### src/inc/clk_src_pkg.sv
// package: register map, field layout, codes and types of the system clock source selector
package clk_src_pkg;

  // register offsets (byte addresses, 8-bit data)
  localparam logic [7:0] ADDR_CTRL = 8'h00;
  localparam logic [7:0] ADDR_TUNE = 8'h04;
  localparam logic [7:0] ADDR_STATUS = 8'h08;
  localparam logic [7:0] ADDR_IRQ_STAT = 8'h0c;
  localparam logic [7:0] ADDR_IRQ_MASK = 8'h10;
  localparam logic [7:0] ADDR_ACTIVE = 8'h14;

  // control register fields
  localparam int unsigned CTRL_SCS_LSB = 0;
  localparam int unsigned CTRL_IRCF_LSB = 3;

  // reset values
  localparam logic [1:0] SCS_RST = 2'h0;
  localparam logic [3:0] IRCF_RST = 4'h7;
  localparam logic [5:0] TUNE_RST = 6'h00;
  localparam logic [3:0] IRQ_MASK_RST = 4'h0;

  // source select codes
  localparam logic [1:0] SCS_CONFIG = 2'h0;
  localparam logic [1:0] SCS_SECONDARY = 2'h1;

  // configuration codes of the oscillator select word
  localparam logic [2:0] CFG_INTERNAL = 3'h4;
  localparam logic [2:0] CFG_EXT_RC = 3'h3;

  // frequency select thresholds and postscale tops
  localparam logic [3:0] IRCF_HF_MIN = 4'h8;
  localparam logic [3:0] IRCF_MF_MIN = 4'h2;
  localparam logic [3:0] HF_DIV_TOP = 4'hf;
  localparam logic [3:0] MF_DIV_TOP = 4'h7;

  // status register bit positions
  localparam int unsigned ST_HF_STABLE = 0;
  localparam int unsigned ST_HF_LOCKED = 1;
  localparam int unsigned ST_LF_READY = 2;
  localparam int unsigned ST_MF_READY = 3;
  localparam int unsigned ST_HF_READY = 4;
  localparam int unsigned ST_SEC_READY = 5;
  localparam int unsigned ST_SW_BUSY = 6;

  // interrupt event bit positions
  localparam int unsigned EV_SWITCH = 0;
  localparam int unsigned EV_HF_LOCKED = 1;
  localparam int unsigned EV_HF_STABLE = 2;
  localparam int unsigned EV_MF_READY = 3;
  localparam int unsigned EV_W = 4;

  // pin input vector layout and strap capture timing
  localparam int unsigned PIN_W = 12;
  localparam logic [1:0] CFG_CAPTURE_CYCLES = 2'h3;

  // active clock source
  typedef enum logic [2:0] {
    SRC_PRIMARY = 3'b000,
    SRC_EXT_RC = 3'b001,
    SRC_SECONDARY = 3'b010,
    SRC_HF = 3'b011,
    SRC_MF = 3'b100,
    SRC_LF = 3'b101
  } src_t;

  // switch sequencer states
  typedef enum logic [0:0] {
    SW_IDLE = 1'b0,
    SW_WAIT = 1'b1
  } sw_state_t;

endpackage : clk_src_pkg

### src/verilog/system_clock_source_select.sv
// system clock source selector: source choice, oscillator enables, glitch-free switching, status
// Function
// - secondary crystal selectable at run time
// - rc mode clocks from input pin
// - output pin is gpio or clock out in internal and rc configurations
// - internal config code selects internal after reset
// - source select upper bit picks internal
// - internal mode frees the input pin
// - high oscillator derives from mid via pll
// - low 31 khz internal source provided
// - tune register trims high and mid
// - frequency select field picks postscaled frequency
// - high oscillator enable condition
// - mid oscillator enable condition
// - high ready flag when running
// - high locked flag within two percent
// - high stable flag within half percent
// - mid ready flag when running
`timescale 1ns/1ps

module system_clock_source_select (
  // clock, reset, enable
  input wire logic clk_i,
  input wire logic arst_n_i,
  input wire logic ce_i,
  // register port
  input wire logic [7:0] addr_i,
  input wire logic [7:0] wdata_i,
  input wire logic wr_i,
  input wire logic rd_i,
  output logic [7:0] rdata_o,
  // configuration straps
  input wire logic [2:0] osc_select_config_i,
  input wire logic clock_out_enable_cfg_i,
  // oscillator and pll status levels
  input wire logic hf_run_i,
  input wire logic mf_run_i,
  input wire logic lf_run_i,
  input wire logic sec_xtal_run_i,
  input wire logic ext_osc_run_i,
  input wire logic pll_lock_coarse_i,
  input wire logic pll_lock_fine_i,
  input wire logic clkout_src_i,
  // oscillator controls
  output logic hf_osc_en_o,
  output logic mf_osc_en_o,
  output logic lf_osc_en_o,
  output logic hf_pll_en_o,
  output logic sec_xtal_en_o,
  output logic ext_osc_en_o,
  output logic [2:0] clk_src_sel_o,
  output logic [3:0] postscale_o,
  output logic [5:0] osc_tune_o,
  // pins
  input wire logic gpio_out_i,
  input wire logic gpio_oe_i,
  output logic osc_in_gpio_o,
  output logic osc_out_o,
  output logic osc_out_oe_o,
  // interrupt
  output logic irq_o
);

  // synchronised pin levels
  logic [clk_src_pkg::PIN_W-1:0] pin_raw;
  logic [clk_src_pkg::PIN_W-1:0] pin_s;
  assign pin_raw = {clock_out_enable_cfg_i, osc_select_config_i, clkout_src_i, pll_lock_fine_i,
                    pll_lock_coarse_i, ext_osc_run_i, sec_xtal_run_i, lf_run_i, mf_run_i, hf_run_i};

  pin_sync #(.W(clk_src_pkg::PIN_W)) u_pin_sync (
    .clk_i(clk_i),
    .arst_n_i(arst_n_i),
    .ce_i(ce_i),
    .d_i(pin_raw),
    .q_o(pin_s)
  );

  wire hf_run_s = pin_s[0];
  wire mf_run_s = pin_s[1];
  wire lf_run_s = pin_s[2];
  wire sec_run_s = pin_s[3];
  wire ext_run_s = pin_s[4];
  wire coarse_s = pin_s[5];
  wire fine_s = pin_s[6];
  wire clkout_s = pin_s[7];
  wire [2:0] cfg_s = pin_s[10:8];
  wire clkout_cfg_s = pin_s[11];

  // registers
  logic [1:0] scs_q;
  logic [3:0] ircf_q;
  logic [5:0] tune_q;
  logic [3:0] irq_stat_q, irq_stat_d;
  logic [3:0] irq_mask_q;
  logic [7:0] rdata_q, rdata_d;
  logic [1:0] cap_cnt_q;
  logic cfg_ok_q;
  logic [2:0] cfg_q;
  logic clkout_en_q;
  logic hf_en_q, mf_en_q, lf_en_q, sec_en_q, ext_en_q;
  logic [3:0] postscale_q;
  logic osc_in_gpio_q, osc_out_q, osc_out_oe_q;
  logic [3:0] ev_prev_q;
  clk_src_pkg::src_t active_q, target_q;
  clk_src_pkg::sw_state_t sw_q;

  // register decode
  wire wr_ctrl = wr_i && (addr_i == clk_src_pkg::ADDR_CTRL);
  wire wr_tune = wr_i && (addr_i == clk_src_pkg::ADDR_TUNE);
  wire wr_istat = wr_i && (addr_i == clk_src_pkg::ADDR_IRQ_STAT);
  wire wr_imask = wr_i && (addr_i == clk_src_pkg::ADDR_IRQ_MASK);

  // frequency select class: high, mid or low internal oscillator
  wire ircf_hf = ircf_q >= clk_src_pkg::IRCF_HF_MIN;
  wire ircf_mf = !ircf_hf && (ircf_q >= clk_src_pkg::IRCF_MF_MIN);
  wire ircf_lf = !ircf_hf && !ircf_mf;
  clk_src_pkg::src_t int_src;
  assign int_src = ircf_hf ? clk_src_pkg::SRC_HF : (ircf_mf ? clk_src_pkg::SRC_MF : clk_src_pkg::SRC_LF);

  // requested source: select field first, then the captured configuration
  wire cfg_internal = cfg_ok_q && (cfg_q == clk_src_pkg::CFG_INTERNAL);
  wire cfg_rc = cfg_ok_q && (cfg_q == clk_src_pkg::CFG_EXT_RC);
  wire internal_on = scs_q[1] || cfg_internal || !cfg_ok_q;
  clk_src_pkg::src_t req_src;
  always_comb
  begin
    if (scs_q[1])
      req_src = int_src;
    else if (scs_q == clk_src_pkg::SCS_SECONDARY)
      req_src = clk_src_pkg::SRC_SECONDARY;
    else if (!cfg_ok_q || cfg_internal)
      req_src = int_src;
    else if (cfg_rc)
      req_src = clk_src_pkg::SRC_EXT_RC;
    else
      req_src = clk_src_pkg::SRC_PRIMARY;
  end

  // enables: old source stays on until the switch completes
  wire act_hf = active_q == clk_src_pkg::SRC_HF;
  wire act_mf = active_q == clk_src_pkg::SRC_MF;
  wire act_lf = active_q == clk_src_pkg::SRC_LF;
  wire act_int = act_hf || act_mf || act_lf;
  wire act_ext = (active_q == clk_src_pkg::SRC_PRIMARY) || (active_q == clk_src_pkg::SRC_EXT_RC);
  wire req_ext = (req_src == clk_src_pkg::SRC_PRIMARY) || (req_src == clk_src_pkg::SRC_EXT_RC);
  wire hf_en_d = (internal_on && ircf_hf) || act_hf;
  wire mf_en_d = (internal_on && ircf_mf) || act_mf || hf_en_d;
  wire lf_en_d = (internal_on && ircf_lf) || act_lf;
  wire sec_en_d = (req_src == clk_src_pkg::SRC_SECONDARY) || (active_q == clk_src_pkg::SRC_SECONDARY);
  wire ext_en_d = req_ext || act_ext;

  // readiness flags, forced low while the oscillator is off
  wire hf_ready = hf_en_q && hf_run_s;
  wire hf_locked = hf_ready && coarse_s;
  wire hf_stable = hf_locked && fine_s;
  wire mf_ready = mf_en_q && mf_run_s;
  wire lf_ready = lf_en_q && lf_run_s;
  wire sec_ready = sec_en_q && sec_run_s;
  wire ext_ready = ext_en_q && ext_run_s;

  // readiness of the source being switched to
  logic tgt_ready;
  always_comb
  begin
    case (target_q)
      clk_src_pkg::SRC_HF: tgt_ready = hf_ready;
      clk_src_pkg::SRC_MF: tgt_ready = mf_ready;
      clk_src_pkg::SRC_LF: tgt_ready = lf_ready;
      clk_src_pkg::SRC_SECONDARY: tgt_ready = sec_ready;
      default: tgt_ready = ext_ready;
    endcase
  end

  // postscaler setting follows the active internal source
  logic [3:0] postscale_d;
  always_comb
  begin
    if (act_hf)
      postscale_d = clk_src_pkg::HF_DIV_TOP - ircf_q;
    else if (act_mf)
      postscale_d = clk_src_pkg::MF_DIV_TOP - ircf_q;
    else
      postscale_d = 4'h0;
  end

  // pin ownership
  wire osc_in_free = act_int || cfg_internal;
  wire osc_out_free = cfg_internal || cfg_rc;
  wire osc_out_d = clkout_en_q ? clkout_s : gpio_out_i;
  wire osc_out_oe_d = osc_out_free && (clkout_en_q || gpio_oe_i);

  // interrupt events on rising flags and on switch completion
  wire switch_done = (sw_q == clk_src_pkg::SW_WAIT) && (target_q == req_src) && tgt_ready;
  logic [3:0] ev_lvl;
  logic [3:0] ev_pulse;
  assign ev_lvl = {mf_ready, hf_stable, hf_locked, 1'b0};
  assign ev_pulse = {ev_lvl[3:1] & ~ev_prev_q[3:1], switch_done};
  assign irq_stat_d = (wr_istat ? (irq_stat_q & ~wdata_i[3:0]) : irq_stat_q) | ev_pulse;

  // read mux, unmapped addresses read zero
  logic [7:0] status_val;
  assign status_val = {1'b0, sw_q == clk_src_pkg::SW_WAIT, sec_ready, hf_ready, mf_ready, lf_ready,
                       hf_locked, hf_stable};
  always_comb
  begin
    if (!rd_i)
      rdata_d = 8'h00;
    else if (addr_i == clk_src_pkg::ADDR_CTRL)
      rdata_d = {1'b0, ircf_q, 1'b0, scs_q};
    else if (addr_i == clk_src_pkg::ADDR_TUNE)
      rdata_d = {2'h0, tune_q};
    else if (addr_i == clk_src_pkg::ADDR_STATUS)
      rdata_d = status_val;
    else if (addr_i == clk_src_pkg::ADDR_IRQ_STAT)
      rdata_d = {4'h0, irq_stat_q};
    else if (addr_i == clk_src_pkg::ADDR_IRQ_MASK)
      rdata_d = {4'h0, irq_mask_q};
    else if (addr_i == clk_src_pkg::ADDR_ACTIVE)
      rdata_d = {5'h00, active_q};
    else
      rdata_d = 8'h00;
  end

  // software registers
  always_ff @(posedge clk_i or negedge arst_n_i)
  begin
    if (!arst_n_i)
    begin
      scs_q <= clk_src_pkg::SCS_RST;
      ircf_q <= clk_src_pkg::IRCF_RST;
      tune_q <= clk_src_pkg::TUNE_RST;
      irq_mask_q <= clk_src_pkg::IRQ_MASK_RST;
      irq_stat_q <= 4'h0;
      rdata_q <= 8'h00;
    end
    else if (ce_i)
    begin
      if (wr_ctrl)
      begin
        scs_q <= wdata_i[clk_src_pkg::CTRL_SCS_LSB +: 2];
        ircf_q <= wdata_i[clk_src_pkg::CTRL_IRCF_LSB +: 4];
      end
      if (wr_tune)
        tune_q <= wdata_i[5:0];
      if (wr_imask)
        irq_mask_q <= wdata_i[3:0];
      irq_stat_q <= irq_stat_d;
      rdata_q <= rdata_d;
    end
  end

  // strap capture a few cycles after reset release
  always_ff @(posedge clk_i or negedge arst_n_i)
  begin
    if (!arst_n_i)
    begin
      cap_cnt_q <= 2'h0;
      cfg_ok_q <= 1'b0;
      cfg_q <= 3'h0;
      clkout_en_q <= 1'b0;
    end
    else if (ce_i && !cfg_ok_q)
    begin
      cap_cnt_q <= cap_cnt_q + 2'h1;
      if (cap_cnt_q == clk_src_pkg::CFG_CAPTURE_CYCLES)
      begin
        cfg_ok_q <= 1'b1;
        cfg_q <= cfg_s;
        clkout_en_q <= clkout_cfg_s;
      end
    end
  end

  // switch sequencer: hold the old source until the new one is ready
  always_ff @(posedge clk_i or negedge arst_n_i)
  begin
    if (!arst_n_i)
    begin
      sw_q <= clk_src_pkg::SW_IDLE;
      active_q <= clk_src_pkg::SRC_MF;
      target_q <= clk_src_pkg::SRC_MF;
    end
    else if (ce_i)
    begin
      case (sw_q)
        clk_src_pkg::SW_IDLE:
          if (req_src != active_q)
          begin
            target_q <= req_src;
            sw_q <= clk_src_pkg::SW_WAIT;
          end
        clk_src_pkg::SW_WAIT:
          if (target_q != req_src)
            target_q <= req_src;
          else if (tgt_ready)
          begin
            active_q <= target_q;
            sw_q <= clk_src_pkg::SW_IDLE;
          end
        default: sw_q <= clk_src_pkg::SW_IDLE;
      endcase
    end
  end

  // registered oscillator controls and pins
  always_ff @(posedge clk_i or negedge arst_n_i)
  begin
    if (!arst_n_i)
    begin
      hf_en_q <= 1'b0;
      mf_en_q <= 1'b1;
      lf_en_q <= 1'b0;
      sec_en_q <= 1'b0;
      ext_en_q <= 1'b0;
      postscale_q <= 4'h0;
      osc_in_gpio_q <= 1'b0;
      osc_out_q <= 1'b0;
      osc_out_oe_q <= 1'b0;
      ev_prev_q <= 4'h0;
    end
    else if (ce_i)
    begin
      hf_en_q <= hf_en_d;
      mf_en_q <= mf_en_d;
      lf_en_q <= lf_en_d;
      sec_en_q <= sec_en_d;
      ext_en_q <= ext_en_d;
      postscale_q <= postscale_d;
      osc_in_gpio_q <= osc_in_free;
      osc_out_q <= osc_out_d;
      osc_out_oe_q <= osc_out_oe_d;
      ev_prev_q <= ev_lvl;
    end
  end

  // outputs
  assign rdata_o = rdata_q;
  assign hf_osc_en_o = hf_en_q;
  assign mf_osc_en_o = mf_en_q;
  assign lf_osc_en_o = lf_en_q;
  assign hf_pll_en_o = hf_en_q;
  assign sec_xtal_en_o = sec_en_q;
  assign ext_osc_en_o = ext_en_q;
  assign clk_src_sel_o = active_q;
  assign postscale_o = postscale_q;
  assign osc_tune_o = tune_q;
  assign osc_in_gpio_o = osc_in_gpio_q;
  assign osc_out_o = osc_out_q;
  assign osc_out_oe_o = osc_out_oe_q;
  assign irq_o = |(irq_stat_q & irq_mask_q);

  // checks
  property p_hf_enable;
    @(posedge clk_i) disable iff (!arst_n_i) ce_i && internal_on && ircf_hf |=> hf_osc_en_o;
  endproperty
  a_hf_enable: assert property (p_hf_enable) else $error("high oscillator not enabled");

  property p_mf_enable;
    @(posedge clk_i) disable iff (!arst_n_i) ce_i && internal_on && ircf_mf
      |=> mf_osc_en_o && (hf_osc_en_o == $past(act_hf));
  endproperty
  a_mf_enable: assert property (p_mf_enable) else $error("mid oscillator not enabled");

  property p_pll_ref;
    @(posedge clk_i) disable iff (!arst_n_i) hf_osc_en_o |-> mf_osc_en_o && hf_pll_en_o;
  endproperty
  a_pll_ref: assert property (p_pll_ref) else $error("pll on without mid reference");

  property p_ready_off;
    @(posedge clk_i) disable iff (!arst_n_i) 1'b1 |-> (hf_osc_en_o || !status_val[4]) && (mf_osc_en_o || !status_val[3]);
  endproperty
  a_ready_off: assert property (p_ready_off) else $error("ready flag set while oscillator off");

  property p_lock_order;
    @(posedge clk_i) disable iff (!arst_n_i) status_val[0] |-> status_val[1] && status_val[4];
  endproperty
  a_lock_order: assert property (p_lock_order) else $error("stable without lock and ready");

  property p_switch_ready;
    @(posedge clk_i) disable iff (!arst_n_i) ce_i && active_q != $past(active_q) |-> $past(tgt_ready);
  endproperty
  a_switch_ready: assert property (p_switch_ready) else $error("switched to a source not ready");

  property p_sec_select;
    @(posedge clk_i) disable iff (!arst_n_i) ce_i && wr_ctrl && wdata_i[1:0] == clk_src_pkg::SCS_SECONDARY ##1 ce_i
      |=> sec_xtal_en_o;
  endproperty
  a_sec_select: assert property (p_sec_select) else $error("secondary crystal not enabled");

  property p_int_reset;
    @(posedge clk_i) disable iff (!arst_n_i) !cfg_ok_q |-> act_int;
  endproperty
  a_int_reset: assert property (p_int_reset) else $error("internal source not used after reset");

  property p_pin_free;
    @(posedge clk_i) disable iff (!arst_n_i) ce_i && act_int |=> osc_in_gpio_o;
  endproperty
  a_pin_free: assert property (p_pin_free) else $error("input pin not released");

  property p_postscale;
    @(posedge clk_i) disable iff (!arst_n_i) ce_i && act_hf |=> postscale_o == clk_src_pkg::HF_DIV_TOP - $past(ircf_q);
  endproperty
  a_postscale: assert property (p_postscale) else $error("postscale wrong for high source");

  property p_clkout;
    @(posedge clk_i) disable iff (!arst_n_i) ce_i && osc_out_free && clkout_en_q |=> osc_out_oe_o;
  endproperty
  a_clkout: assert property (p_clkout) else $error("clock out not driven");

  c_switch: cover property (@(posedge clk_i) disable iff (!arst_n_i) switch_done);
  c_to_sec: cover property (@(posedge clk_i) disable iff (!arst_n_i) active_q == clk_src_pkg::SRC_SECONDARY);
  c_hf_stable: cover property (@(posedge clk_i) disable iff (!arst_n_i) $rose(status_val[0]));
  c_irq: cover property (@(posedge clk_i) disable iff (!arst_n_i) $rose(irq_o));

endmodule : system_clock_source_select

### src/verilog/pin_sync.sv
// two flip-flop synchroniser for a vector of asynchronous pin levels
`timescale 1ns/1ps

module pin_sync #(
  parameter int unsigned W = 1
) (
  // clock, reset, enable
  input wire logic clk_i,
  input wire logic arst_n_i,
  input wire logic ce_i,
  // asynchronous levels in, synchronised levels out
  input wire logic [W-1:0] d_i,
  output logic [W-1:0] q_o
);

  genvar g;

  // one pair of flops per bit; the first flop feeds only the second
  generate
    for (g = 0; g < int'(W); g++)
    begin : g_bit
      logic meta_q;
      logic sync_q;
      always_ff @(posedge clk_i or negedge arst_n_i)
      begin
        if (!arst_n_i)
        begin
          meta_q <= 1'b0;
          sync_q <= 1'b0;
        end
        else if (ce_i)
        begin
          meta_q <= d_i[g];
          sync_q <= meta_q;
        end
      end
      assign q_o[g] = sync_q;
    end
  endgenerate

endmodule : pin_sync

### config.mk
export PLATFORM = sky130hd
export DESIGN_NAME = system_clock_source_select
export DESIGN_NICKNAME = d
export VERILOG_FILES = /design/src/inc/clk_src_pkg.sv /design/src/verilog/system_clock_source_select.sv /design/src/verilog/pin_sync.sv
export SDC_FILE = /design/constraint.sdc
export NUM_CORES = 1
export LEC_CHECK = 0
export ABC_AREA = 1
export BUFFER_PORTS_ARGS = -buffer_cell sky130_fd_sc_hd__buf_4
export CAP_MARGIN = 10
export CORE_MARGIN = 2
export CORE_UTILIZATION = 56
export CTS_CLUSTER_SIZE = 14
export DETAILED_ROUTE_END_ITERATION = 8
export GPL_ROUTABILITY_DRIVEN = 0
export PLACE_DENSITY = 0.8
export RECOVER_POWER = 25
export SLEW_MARGIN = 20
export SYNTH_ARGS = -nofsm -noshare
export SYNTH_HDL_FRONTEND = slang
export SYNTH_SLANG_ARGS = --single-unit
### constraint.sdc
create_clock -name clk_i -period 1.5 [get_ports clk_i]
set_input_delay 0.15 -clock clk_i [delete_from_list [all_inputs] [get_ports clk_i]]
set_output_delay 0.15 -clock clk_i [all_outputs]
set_load 0.005 [all_outputs]
==> summary.txt, run 1 <==
Outcome
  – Outcome: complete, but fails checks
  – Failing checks: negative setup slack

Routing
  – DRT Wirelength: 8.730 mm
  – DR top layer: met4
  – Post-route ant nets: 0
  – WL/cell: 13.86 µm
  – Metal-1 WL: 3.773 mm
  – Vias post-DR: 3,393
  – DR DRC count: 0
  – DR pass1 iterations: 5
  – Vias per inst: 5.386
  – 1st-iter DRT viols: 230
  – Routed wire length on met2: 4.136 mm
  – Met3 WL: 547 µm

Worst setup path
  – Critical path destination: sw_q
  – CP required: 1.73 ns
  – R2R depth: 9
  – Reg2reg end: sw_q
  – Critical path class: register to register
  – Crit path max fanout: 8
  – Worst setup SP type: register
  – Flop-to-flop setup slack: -0.03 ns
  – Worst path arrival time: 1.76 ns
  – CP Launch Point: cfg_q[0]
  – Crit end category: register
  – RR Startpoint: cfg_q[0]

Flow run
  – Max-cap viol count: 0

Yosys
  – FF+latch count, synth: 80
  – Mapped Avg Cell Area: 8.438 µm²
  – Library cells used by synthesis: 39
  – Post-synthesis sequential area ratio: 52.11%
  – Number of cells produced by synthesis: 457
  – Mapped cell area: 3856 µm²
  – Ys Warns: 0
  – Net count after synthesis: 493

Final layout
  – Fin util: 72.27%
  – Fill cells: 507
  – Cell area after layout: 4856 µm²
  – Fin cells: 630
  – Share of layout cells above drive strength 1: 27.45%
  – Area grow syn2layout: 25.92%
  – Nets: 581
  – N_diodes: 0

Global routing
  – Initial antenna violation count: 0
  – Global Route Usage Sum: 24.90%
  – Global route overflow: 0
  – First-pass GRT wire length: 14.68 mm
  – Pin count of the biggest net entering global routing: 43
  – Vias in the first global route: 3,168

Floorplan
  – Core area: 6719 µm²
  – Initial Util: 57.39%
  – Die X: 86.98 µm
  – Die area: 7566 µm²
  – Die Ht: 86.98 µm
  – Row Count: 30
  – I/O pins: 66

Timing
  – Slew HR: 53.27%
  – Pins over their slew limit: 0
  – Setup-failing EPs final: 3
  – Final period utilization: 101.7%
  – RSZ-0062 raised after global routing: true
  – Final Hold Viols: 0
  – Setup WS post-layout: -0.02510 ns
  – Worst-margin pin slew: 0.7009 ns
  – Setup TNS: -0.06682 ns
  – Peak Freq: 655.7 MHz
  – Final Hold Slack: 0.003455 ns
  – Tmin final: 1.525 ns
  – Worst Skew: 0.007523 ns

Clocking
  – Clock Sinks: 80
  – Clk_lat worst skew: 0.35 ns
  – CTS clock-pin slew for the worst setup and hold paths: 0.07 ns
  – Number of buffers created by CTS: 9
  – CTS tree: done
  – Clock buffer depth: 2
  – Number of H-tree levels: 3
  – Root Driver: clkbuf_8

Pwr
  – Leak: 2.478 nW
  – PwrDens: 974.9 nW/µm²
  – Maximum VDD drop: 0.7831 mV
  – Pwr Total: 4.734 mW

Place
  – Dpl cells: 601
  – Hpwl dp: 6.369 mm
  – Port bufs: 63
  – Area of placed instances: 4493 µm²
  – Post-Place Setup Slack: -0.008492 ns

Hold path
  – Worst min path class: input port to register
[worst min path at each step]
stage / from / endpoint / slack [ns] / depth (start not counted)
floorplan: arst_n_i / cap_cnt_q[0] / -0.15 / 0
global placement: arst_n_i / osc_tune_o[4] / 0.09 / 1
detailed placement: arst_n_i / osc_tune_o[4] / 0.09 / 1
CTS: osc_select_config_i[2] / u_pin_sync.g_bit[10].meta_q / 0.001 / 3
global route: pll_lock_fine_i / u_pin_sync.g_bit[6].meta_q / 0.003 / 3
finish: osc_select_config_i[2] / u_pin_sync.g_bit[10].meta_q / 0.003 / 3
[cells by family (layout without fill, tap and decap cells)]
logic type / Yosys count / after routing / synth area share, %
buf+inv: 66 / 159 / 6.911
fa+ha+maj: 1 / 1 / 0.3244
flops: 80 / 80 / 52.11
compound gates: 84 / 84 / 11.91
xor+xnor: 1 / 1 / 0.2272
mux: 2 / 2 / 0.5516
other cells: 1 / 1 / 0.09725
simple gates: 222 / 222 / 27.87
[flip-flops by register name, summed over array words and instances (netlist names), 3 cells and up]
name and flops:
cfg_q 3, rdata_o 7, target_q 3, postscale_o 4
u_pin_sync.g_bit.meta_q 12, osc_tune_o 6, irq_stat_q 4, ircf_q 4
irq_mask_q 4, clk_src_sel_o 3, ev_prev_q 3, u_pin_sync.g_bit.sync_q 12
[per-layer routing]
layer	track usage (%)	vias up
met2	39.07	122
met3	3.981	26
met5	0	-
li1	-	1657
met1	33.81	1588
met4	12.07	0
[where the power goes]
part | internal [mW] | switching [mW] | total (mW)
Clock | 1.08 | 0.736 | 1.81
Sequential | 2.29 | 0.0901 | 2.38
Combinational | 0.227 | 0.311 | 0.538
[synth_stat cells]
cell type	n	area [µm²]
a21oi_1	11	55.05
a21oi_2	1	8.760
a22oi_1	1	7.510
a31oi_1	4	25.02
a41oi_1	1	8.760
and3_1	1	6.260
buf_1	2	7.510
buf_2	2	10.01
buf_4	2	15.01
buf_6	1	11.26
clkbuf_1	6	22.52
clkinv_2	1	5.000
conb_1	1	3.750
dfrtp_1	74	1852
dfstp_2	6	157.7
ha_1	1	12.51
inv_1	45	168.9
inv_2	7	26.28
mux2_2	1	11.26
mux2i_1	1	10.01
nand2_1	139	521.8
nand2_2	12	75.07
nand2_4	2	22.52
nand3_1	21	105.1
nand3_2	6	60.06
nand3_4	1	17.52
nand4_1	8	50.05
nor2_1	18	67.56
nor2_2	5	31.28
nor2_4	5	56.30
nor2_8	2	40.04
nor3_1	1	5.000
nor3_4	1	16.27
o211ai_1	4	30.03
o21ai_0	38	190.2
o21ai_1	18	90.09
o22ai_1	1	6.260
o31ai_1	5	37.54
xor2_1	1	8.760
[cell usage in the layout, fill, tap and decap left out, types with 5 or more instances in the layout]
| cell | n |
|---|---|
| nand3_1 | 21 |
| o21ai_1 | 18 |
| nand2_2 | 11 |
| nand3_2 | 5 |
| nand2_1 | 139 |
| dfrtp_1 | 73 |
| buf_4 | 79 |
| nand4_1 | 8 |
| o21ai_0 | 38 |
| nor2_4 | 6 |
| clkbuf_8 | 12 |
| inv_1 | 45 |
| dlygate4sd3_1 | 5 |
| o31ai_1 | 5 |
| nor2_1 | 18 |
| dfstp_2 | 6 |
| a21oi_1 | 10 |
| inv_2 | 7 |
[what timing repair did]
| item | in CTS | in global routing |
|---|---|---|
| hold buffers | 5 | 0 |
| pin swaps | 1 | 3 |
| hold endpoints to repair | 28 | 0 |
| buffers inserted | 1 | 7 |
| setup endpoints to repair | 4 | 9 |
| resized for setup | 4 | 1 |
| gates cloned | 0 | 0 |
[worst max-delay path, stage by stage (launching register included)]
cell and delay, ns:
dfrtp_1 0.42, nor2_4 0.15, nand2_4 0.08, nand2_4 0.12, nand2_2 0.08, nand2_1 0.08, nand3_2 0.08, nor2_4 0.13
nand3_4 0.12, and3_1 0.17
[layout make-up]
| cell class | count | area (µm²) | share of cell area [%] |
|---|---|---|---|
| Clock buffer | 14 | 172.7 | 3.556 |
| Inverter | 53 | 200.2 | 4.123 |
| Tap cell | 80 | 100.1 | 2.061 |
| Clock inverter | 2 | 60.06 | 1.237 |
| Timing Repair Buffer | 90 | 710.7 | 14.64 |
| Sequential cell | 80 | 2011 | 41.41 |
| Multi-Input combinational cell | 311 | 1602 | 32.98 |
No activity file was read; power rests on OpenSTA's default activity.
==> inputs of run 2 (changes only) <==
--- a/config.mk
+++ b/config.mk
@@ -5,15 +5,14 @@
 export SDC_FILE = /design/constraint.sdc
 export NUM_CORES = 1
 export LEC_CHECK = 0
-export ABC_AREA = 1
 export BUFFER_PORTS_ARGS = -buffer_cell sky130_fd_sc_hd__buf_4
 export CAP_MARGIN = 10
 export CORE_MARGIN = 2
-export CORE_UTILIZATION = 56
+export CORE_UTILIZATION = 60
 export CTS_CLUSTER_SIZE = 14
 export DETAILED_ROUTE_END_ITERATION = 8
 export GPL_ROUTABILITY_DRIVEN = 0
-export PLACE_DENSITY = 0.8
+export PLACE_DENSITY = 0.85
 export RECOVER_POWER = 25
 export SLEW_MARGIN = 20
 export SYNTH_ARGS = -nofsm -noshare
==> constraint.sdc (replaced) <==
create_clock -name clk_i -period 1.8 [get_ports clk_i]
set_input_delay 0.18 -clock clk_i [delete_from_list [all_inputs] [get_ports clk_i]]
set_output_delay 0.18 -clock clk_i [all_outputs]
set_load 0.005 [all_outputs]
==> run 2 against run 1 <==
Against the previous run: the run still ends with negative setup slack left; via count decreased by 7.8%; clock skew about the same; flip-flop and latch count unchanged; setup slack got worse by 0.53 ns; fmax decreased by 35%; largest power group unchanged.
==> summary.txt, run 2 <==
Final layout
  – Most frequent cells in the layout: buf_4, dfrtp_1, mux2_2
  – Area grow syn2layout: 30.25%
  – Most common cell after layout, fill and taps aside: buf_4
  – Fin cells: 520
  – Share of layout cells above drive strength 1: 45.37%
  – N_diodes: 0
  – Nets: 474
  – Fill cells: 386

Global routing
  – Global-route track usage on met1: 35.94%
  – Pin count of the biggest net entering global routing: 48
  – Global Route Usage Sum: 27.61%
  – Vias in the first global route: 3,091
  – GRT busiest layer: met2
  – First-pass GRT wire length: 15.08 mm
  – Global route overflow: 0
  – GR Layer Usage met3: 6.528%
  – GR Layer Usage met2: 43.78%
  – Initial antenna violation count: 0

Clocking
  – CTS clock-pin slew for the worst setup and hold paths: 0.08 ns
  – Number of buffers created by CTS: 9
  – Root Driver: clkbuf_8
  – Clk_lat worst skew: 0.36 ns
  – CTS tree: done
  – Number of H-tree levels: 3
  – Clock buffer depth: 2
  – Clock Sinks: 80

Timing
  – Setup WS post-layout: -0.5548 ns
  – Worst-margin pin slew: 1.123 ns
  – Final period utilization: 130.8%
  – Pins over their slew limit: 0
  – Slew HR: 25.14%
  – Peak Freq: 424.7 MHz
  – Worst Skew: 0.007114 ns
  – Tmin final: 2.355 ns
  – RSZ-0062 raised after global routing: true
  – Setup TNS: -3.549 ns
  – Final Hold Viols: 0
  – Setup-failing EPs final: 8

Yosys
  – Post-synthesis sequential area ratio: 52.74%
  – Number of cells produced by synthesis: 332
  – Mapped Avg Cell Area: 11.48 µm²
  – Top post-synthesis cells by area: dfrtp_1, mux2_2, dfstp_2
  – Mapped cell area: 3810 µm²
  – FF+latch count, synth: 80
  – Ys Warns: 0
  – Number of flops mapped to enable cells by yosys: 0
  – Most common cell in the synthesized netlist: dfrtp_1
  – Net count after synthesis: 368
  – Proportion of netlist area held by the largest area contributor: 48.60%
  – Library cells used by synthesis: 61
  – Share of flip-flops with an asynchronous set or reset: 100.0%
  – Most used DFF post-synth: dfrtp_1
  – Synth area leader: dfrtp_1
  – Most frequent cells after synthesis: dfrtp_1, mux2_2, nand2_1

Worst setup path
  – Cells along the critical path: nor2b_1, a211oi_4, buf_4, a221oi_2, a211oi_1, a311oi_2, mux2_4
  – Crit path max fanout: 6
  – CP Launch Point: scs_q[1]
  – Crit-path leading delay family: compound AO/OA/AOI/OAI gates
  – CP required: 2.04 ns
  – Crit end category: register
  – RR Startpoint: scs_q[1]
  – CP Buf/Inv Count: 1
  – Worst path arrival time: 2.60 ns
  – Worst setup SP type: register
  – Delay of the slowest critical-path stage: 0.45 ns
  – Slowest-stage cell, CP: dfrtp_1
  – Critical path class: register to register
  – Flop-to-flop setup slack: -0.55 ns

Pwr
  – PwrDens: 1098 nW/µm²
  – Maximum VDD drop: 0.8013 mV
  – Leak: 2.281 nW

Hold path
  – Worst min path class: input port to register
  – Hold Path Origin: wdata_i[6]

Place
  – Port bufs: 63
  – Dpl cells: 500
  – Hpwl dp: 6.710 mm

Routing
  – Vias per inst: 6.015
  – 1st-iter DRT viols: 216
  – Post-route ant nets: 0
  – DR pass1 iterations: 5
  – Vias post-DR: 3,128
  – DR DRC count: 0
  – DRT Wirelength: 9.326 mm
  – WL/cell: 17.93 µm

Floorplan
  – Die area: 7003 µm²
  – Die X: 83.69 µm
  – Initial Util: 61.05%
  – I/O pins: 66
  – Row Count: 29
  – Die Ht: 83.69 µm
  – Core area: 6241 µm²

Outcome
  – Failing checks: negative setup slack
  – Outcome: complete, but fails checks

Flow run
  – Max-cap viol count: 0
run 2: layout make-up:
cell class	count	area, µm²	area share (%)
Inverter	12	45.04	0.9077
Multi-Input combinational cell	225	1797	36.21
Sequential cell	80	2009	40.49
Clock buffer	10	127.6	2.572
Timing Repair Buffer	110	825.8	16.64
Tap cell	77	96.34	1.942
Clock inverter	6	61.31	1.236
run 2: cells by family after synthesis:
| logic type | share of synthesized area (%) |
|---|---|
| DFF | 52.74 |
| AOI/OAI and AO/OA | 13.10 |
| other | 0.09843 |
| muxes | 17.60 |
| xor gates and xnor gates | 0.4599 |
| and+or+nand+nor | 12.61 |
| adders and majority gates | 0.3284 |
| buffers and inverters | 3.054 |
run 2: worst register-to-register path: stages (launching register included):
cell	delay [ns]
dfrtp_1	0.45
nor2b_1	0.38
a211oi_4	0.08
buf_4	0.16
a221oi_2	0.35
a211oi_1	0.12
a311oi_2	0.37
mux2_4	0.34
run 2: path summary, 6_finish.rpt:
path                                                   end  depth (start not counted)
worst max-delay path                           target_q[1]                          7
worst min-delay path                             ircf_q[3]                          3
worst max register to register                 target_q[1]                          7
worst min register to register               irq_stat_q[2]                          1
max in group asynchronous       u_pin_sync.g_bit[2].meta_q                          3
min in group asynchronous                   postscale_o[0]                          2
run 2: metal layers:
layer	routed length, µm	share of wire, %
met1	3847	41
met2	4538	49
met3	645	6.9
met4	295	3.2
met5	0	0
run 2: power breakdown:
part / internal (mW) / leakage, nW / total [mW] / switching, mW
clock: 0.635 / 0.0960 / 1.28 / 0.641
sequential: 2.11 / 0.977 / 2.37 / 0.258
combinational: 0.958 / 1.21 / 1.80 / 0.841
run 2: per-stage QoR:
step	power [mW]	area (µm²)	utilization, %	setup slack, ns	hold WS (ns)
2_1_floorplan	3.258	3885	-	-0.5275	-0.1156
3_3_place_gp	3.950	4696	75.24	-0.4797	0.2201
6_report	5.449	4962	79.51	-0.5548	0.03196
3_5_place_dp	4.030	4696	75.24	-0.5568	0.2142
5_1_grt	5.731	4962	79.51	-0.6228	0.02038
4_1_cts	5.369	4933	79.05	-0.4935	0.02473
run 2: what timing repair did:
action,in CTS,in global routing
endpoints found under the hold margin,38,0
buffers inserted,1,2
cloned,0,0
pin swaps,1,1
hold buffers,1,0
resized for setup,7,5
endpoints found under the setup margin,9,11
==> inputs of run 3 (changes only) <==
--- a/config.mk
+++ b/config.mk
@@ -5,6 +5,7 @@
 export SDC_FILE = /design/constraint.sdc
 export NUM_CORES = 1
 export LEC_CHECK = 0
+export ABC_AREA = 1
 export BUFFER_PORTS_ARGS = -buffer_cell sky130_fd_sc_hd__buf_4
 export CAP_MARGIN = 10
 export CORE_MARGIN = 2
@@ -12,7 +13,7 @@
 export CTS_CLUSTER_SIZE = 14
 export DETAILED_ROUTE_END_ITERATION = 8
 export GPL_ROUTABILITY_DRIVEN = 0
-export PLACE_DENSITY = 0.85
+export PLACE_DENSITY = 0.84
 export RECOVER_POWER = 25
 export SLEW_MARGIN = 20
 export SYNTH_ARGS = -nofsm -noshare
==> run 3 against run 2 <==
Against the previous run: the flow now finishes without violations; sequential share of layout area is 2.9 points higher; hold slack better by 0.00060 ns; largest cell class unchanged; final cell count is 17% higher; largest power group unchanged.
==> summary.txt, run 3 (synthesis gave the netlist of run 1 again) <==
Outcome
  – Outcome: complete, no violations

Routing
  – DRT Wirelength: 8.757 mm
  – 1st-iter DRT viols: 240
  – WL/cell: 14.45 µm
  – Vias post-DR: 3,373
  – DR DRC count: 0
  – DR pass1 iterations: 5
  – Post-route ant nets: 0
  – Vias per inst: 5.566

Final layout
  – Area grow syn2layout: 20.15%
  – Fin cells: 606
  – N_diodes: 0
  – Fill cells: 459
  – Share of layout cells above drive strength 1: 24.76%
  – Nets: 560
  – Most common cell after layout, fill and taps aside: nand2_1
  – Most frequent cells in the layout: nand2_1, dfrtp_1, buf_4

Timing
  – Peak Freq: 636.3 MHz
  – Slew HR: 20.46%
  – Tmin final: 1.572 ns
  – RSZ-0062 raised after global routing: false
  – Setup-failing EPs final: 0
  – Setup TNS: 0 ns
  – Final Hold Slack: 0.03255 ns
  – Setup WS post-layout: 0.2283 ns
  – Final Hold Viols: 0
  – Worst-margin pin slew: 1.193 ns
  – Final period utilization: 87.32%
  – Pins over their slew limit: 0
  – Worst Skew: 0.01098 ns

Worst setup path
  – Critical path class: register to register
  – Flop-to-flop setup slack: 0.23 ns
  – Crit-path leading delay family: simple AND/OR/NAND/NOR gates
  – Worst setup SP type: register
  – Worst path arrival time: 1.81 ns
  – CP required: 2.04 ns
  – Delay of the slowest critical-path stage: 0.46 ns
  – Slowest-stage cell, CP: dfrtp_1
  – Crit path max fanout: 6
  – Cells along the critical path: nor2_4, nand2_4, nand2_2, nand3_2, nand2_1, nand2_1, nand2_2, nand2_1, nand2_1, o21ai_1
  – Cell mode on critical path: nand2_1
  – CP Buf/Inv Count: 0
  – Crit end category: register

Place
  – Hpwl dp: 6.357 mm
  – Dpl cells: 589
  – Port bufs: 63
  – Post-Place Setup Slack: 0.2750 ns

Global routing
  – Global Route Usage Sum: 26.17%
  – Initial antenna violation count: 0
  – First-pass GRT wire length: 14.84 mm
  – Vias in the first global route: 3,289
  – Pin count of the biggest net entering global routing: 64
  – Global route overflow: 0

Clocking
  – CTS tree: done
  – Clock Sinks: 80
  – Root Driver: clkbuf_8
  – Clk_lat worst skew: 0.35 ns
  – Post-cts sizing count: 0
  – Setup bufs post-CTS: 0
  – CTS clock-pin slew for the worst setup and hold paths: 0.08 ns
  – Clock buffer depth: 2
  – Number of H-tree levels: 3
  – Number of buffers created by CTS: 9

Floorplan
  – Initial Util: 61.43%
  – Die X: 84.17 µm
  – Row Count: 29
  – Die area: 7085 µm²
  – I/O pins: 66
  – Die Ht: 84.17 µm
  – Core area: 6277 µm²

Hold path
  – Worst min path class: input port to register

Flow run
  – Max-cap viol count: 0

Pwr
  – Leak: 2.338 nW
  – Maximum VDD drop: 0.5334 mV
  – PwrDens: 833.7 nW/µm²
[run 3: report_power, final]
part / internal [mW] / switching (mW)
clock: 0.817 / 0.634
sequential: 1.91 / 0.0792
combinational: 0.168 / 0.254
[run 3: area by class of cell]
| class | instances | area [µm²] | share of cell area [%] |
|---|---|---|---|
| Clock buffer | 11 | 141.4 | 3.052 |
| Clock inverter | 5 | 80.08 | 1.728 |
| Inverter | 53 | 200.2 | 4.321 |
| Multi-Input combinational cell | 311 | 1580 | 34.11 |
| Sequential cell | 80 | 2009 | 43.37 |
| Tap cell | 77 | 96.34 | 2.079 |
| Timing Repair Buffer | 69 | 525.5 | 11.34 |
[run 3: final timing paths]
| path | startpoint | endpoint | depth (start not counted) |
|---|---|---|---|
| worst min register to register | ev_prev_q[3] | irq_stat_q[3] | 1 |
| max in group asynchronous | arst_n_i | ircf_q[1] | 3 |
| worst max-delay path | scs_q[1] | target_q[0] | 10 |
| min in group asynchronous | arst_n_i | osc_tune_o[5] | 2 |
| worst max register to register | scs_q[1] | target_q[0] | 10 |
| worst min-delay path | clock_out_enable_cfg_i | u_pin_sync.g_bit[11].meta_q | 3 |
[run 3: timing repair]
item | CTS | global route
endpoints found under the hold margin | 17 | 0
hold buffers | 1 | 0
endpoints found under the setup margin | 0 | 0
[run 3: tightest hold or removal path: cells and delay by family]
| kind | cells | cell delay, ns |
|---|---|---|
| simple gates | 2 | 0.10 |
| buf+inv | 1 | 0.07 |
[run 3: per-layer routing]
layer	vias up	wire length (µm)	GRT usage (%)
li1	1619	-	-
met2	140	4237	42.64
met5	-	0	0
met4	0	282	11.44
met3	31	556	5.506
met1	1583	3681	34.13
[run 3: metrics by stage]
stage,power [mW],cell area [µm²],util (%)
after floorplan,2.238,3856,-
after global placement,2.421,4409,70.24
after detailed placement,2.440,4409,70.24
after CTS,3.883,4641,73.93
after global routing,4.026,4633,73.81
final,3.863,4633,73.81
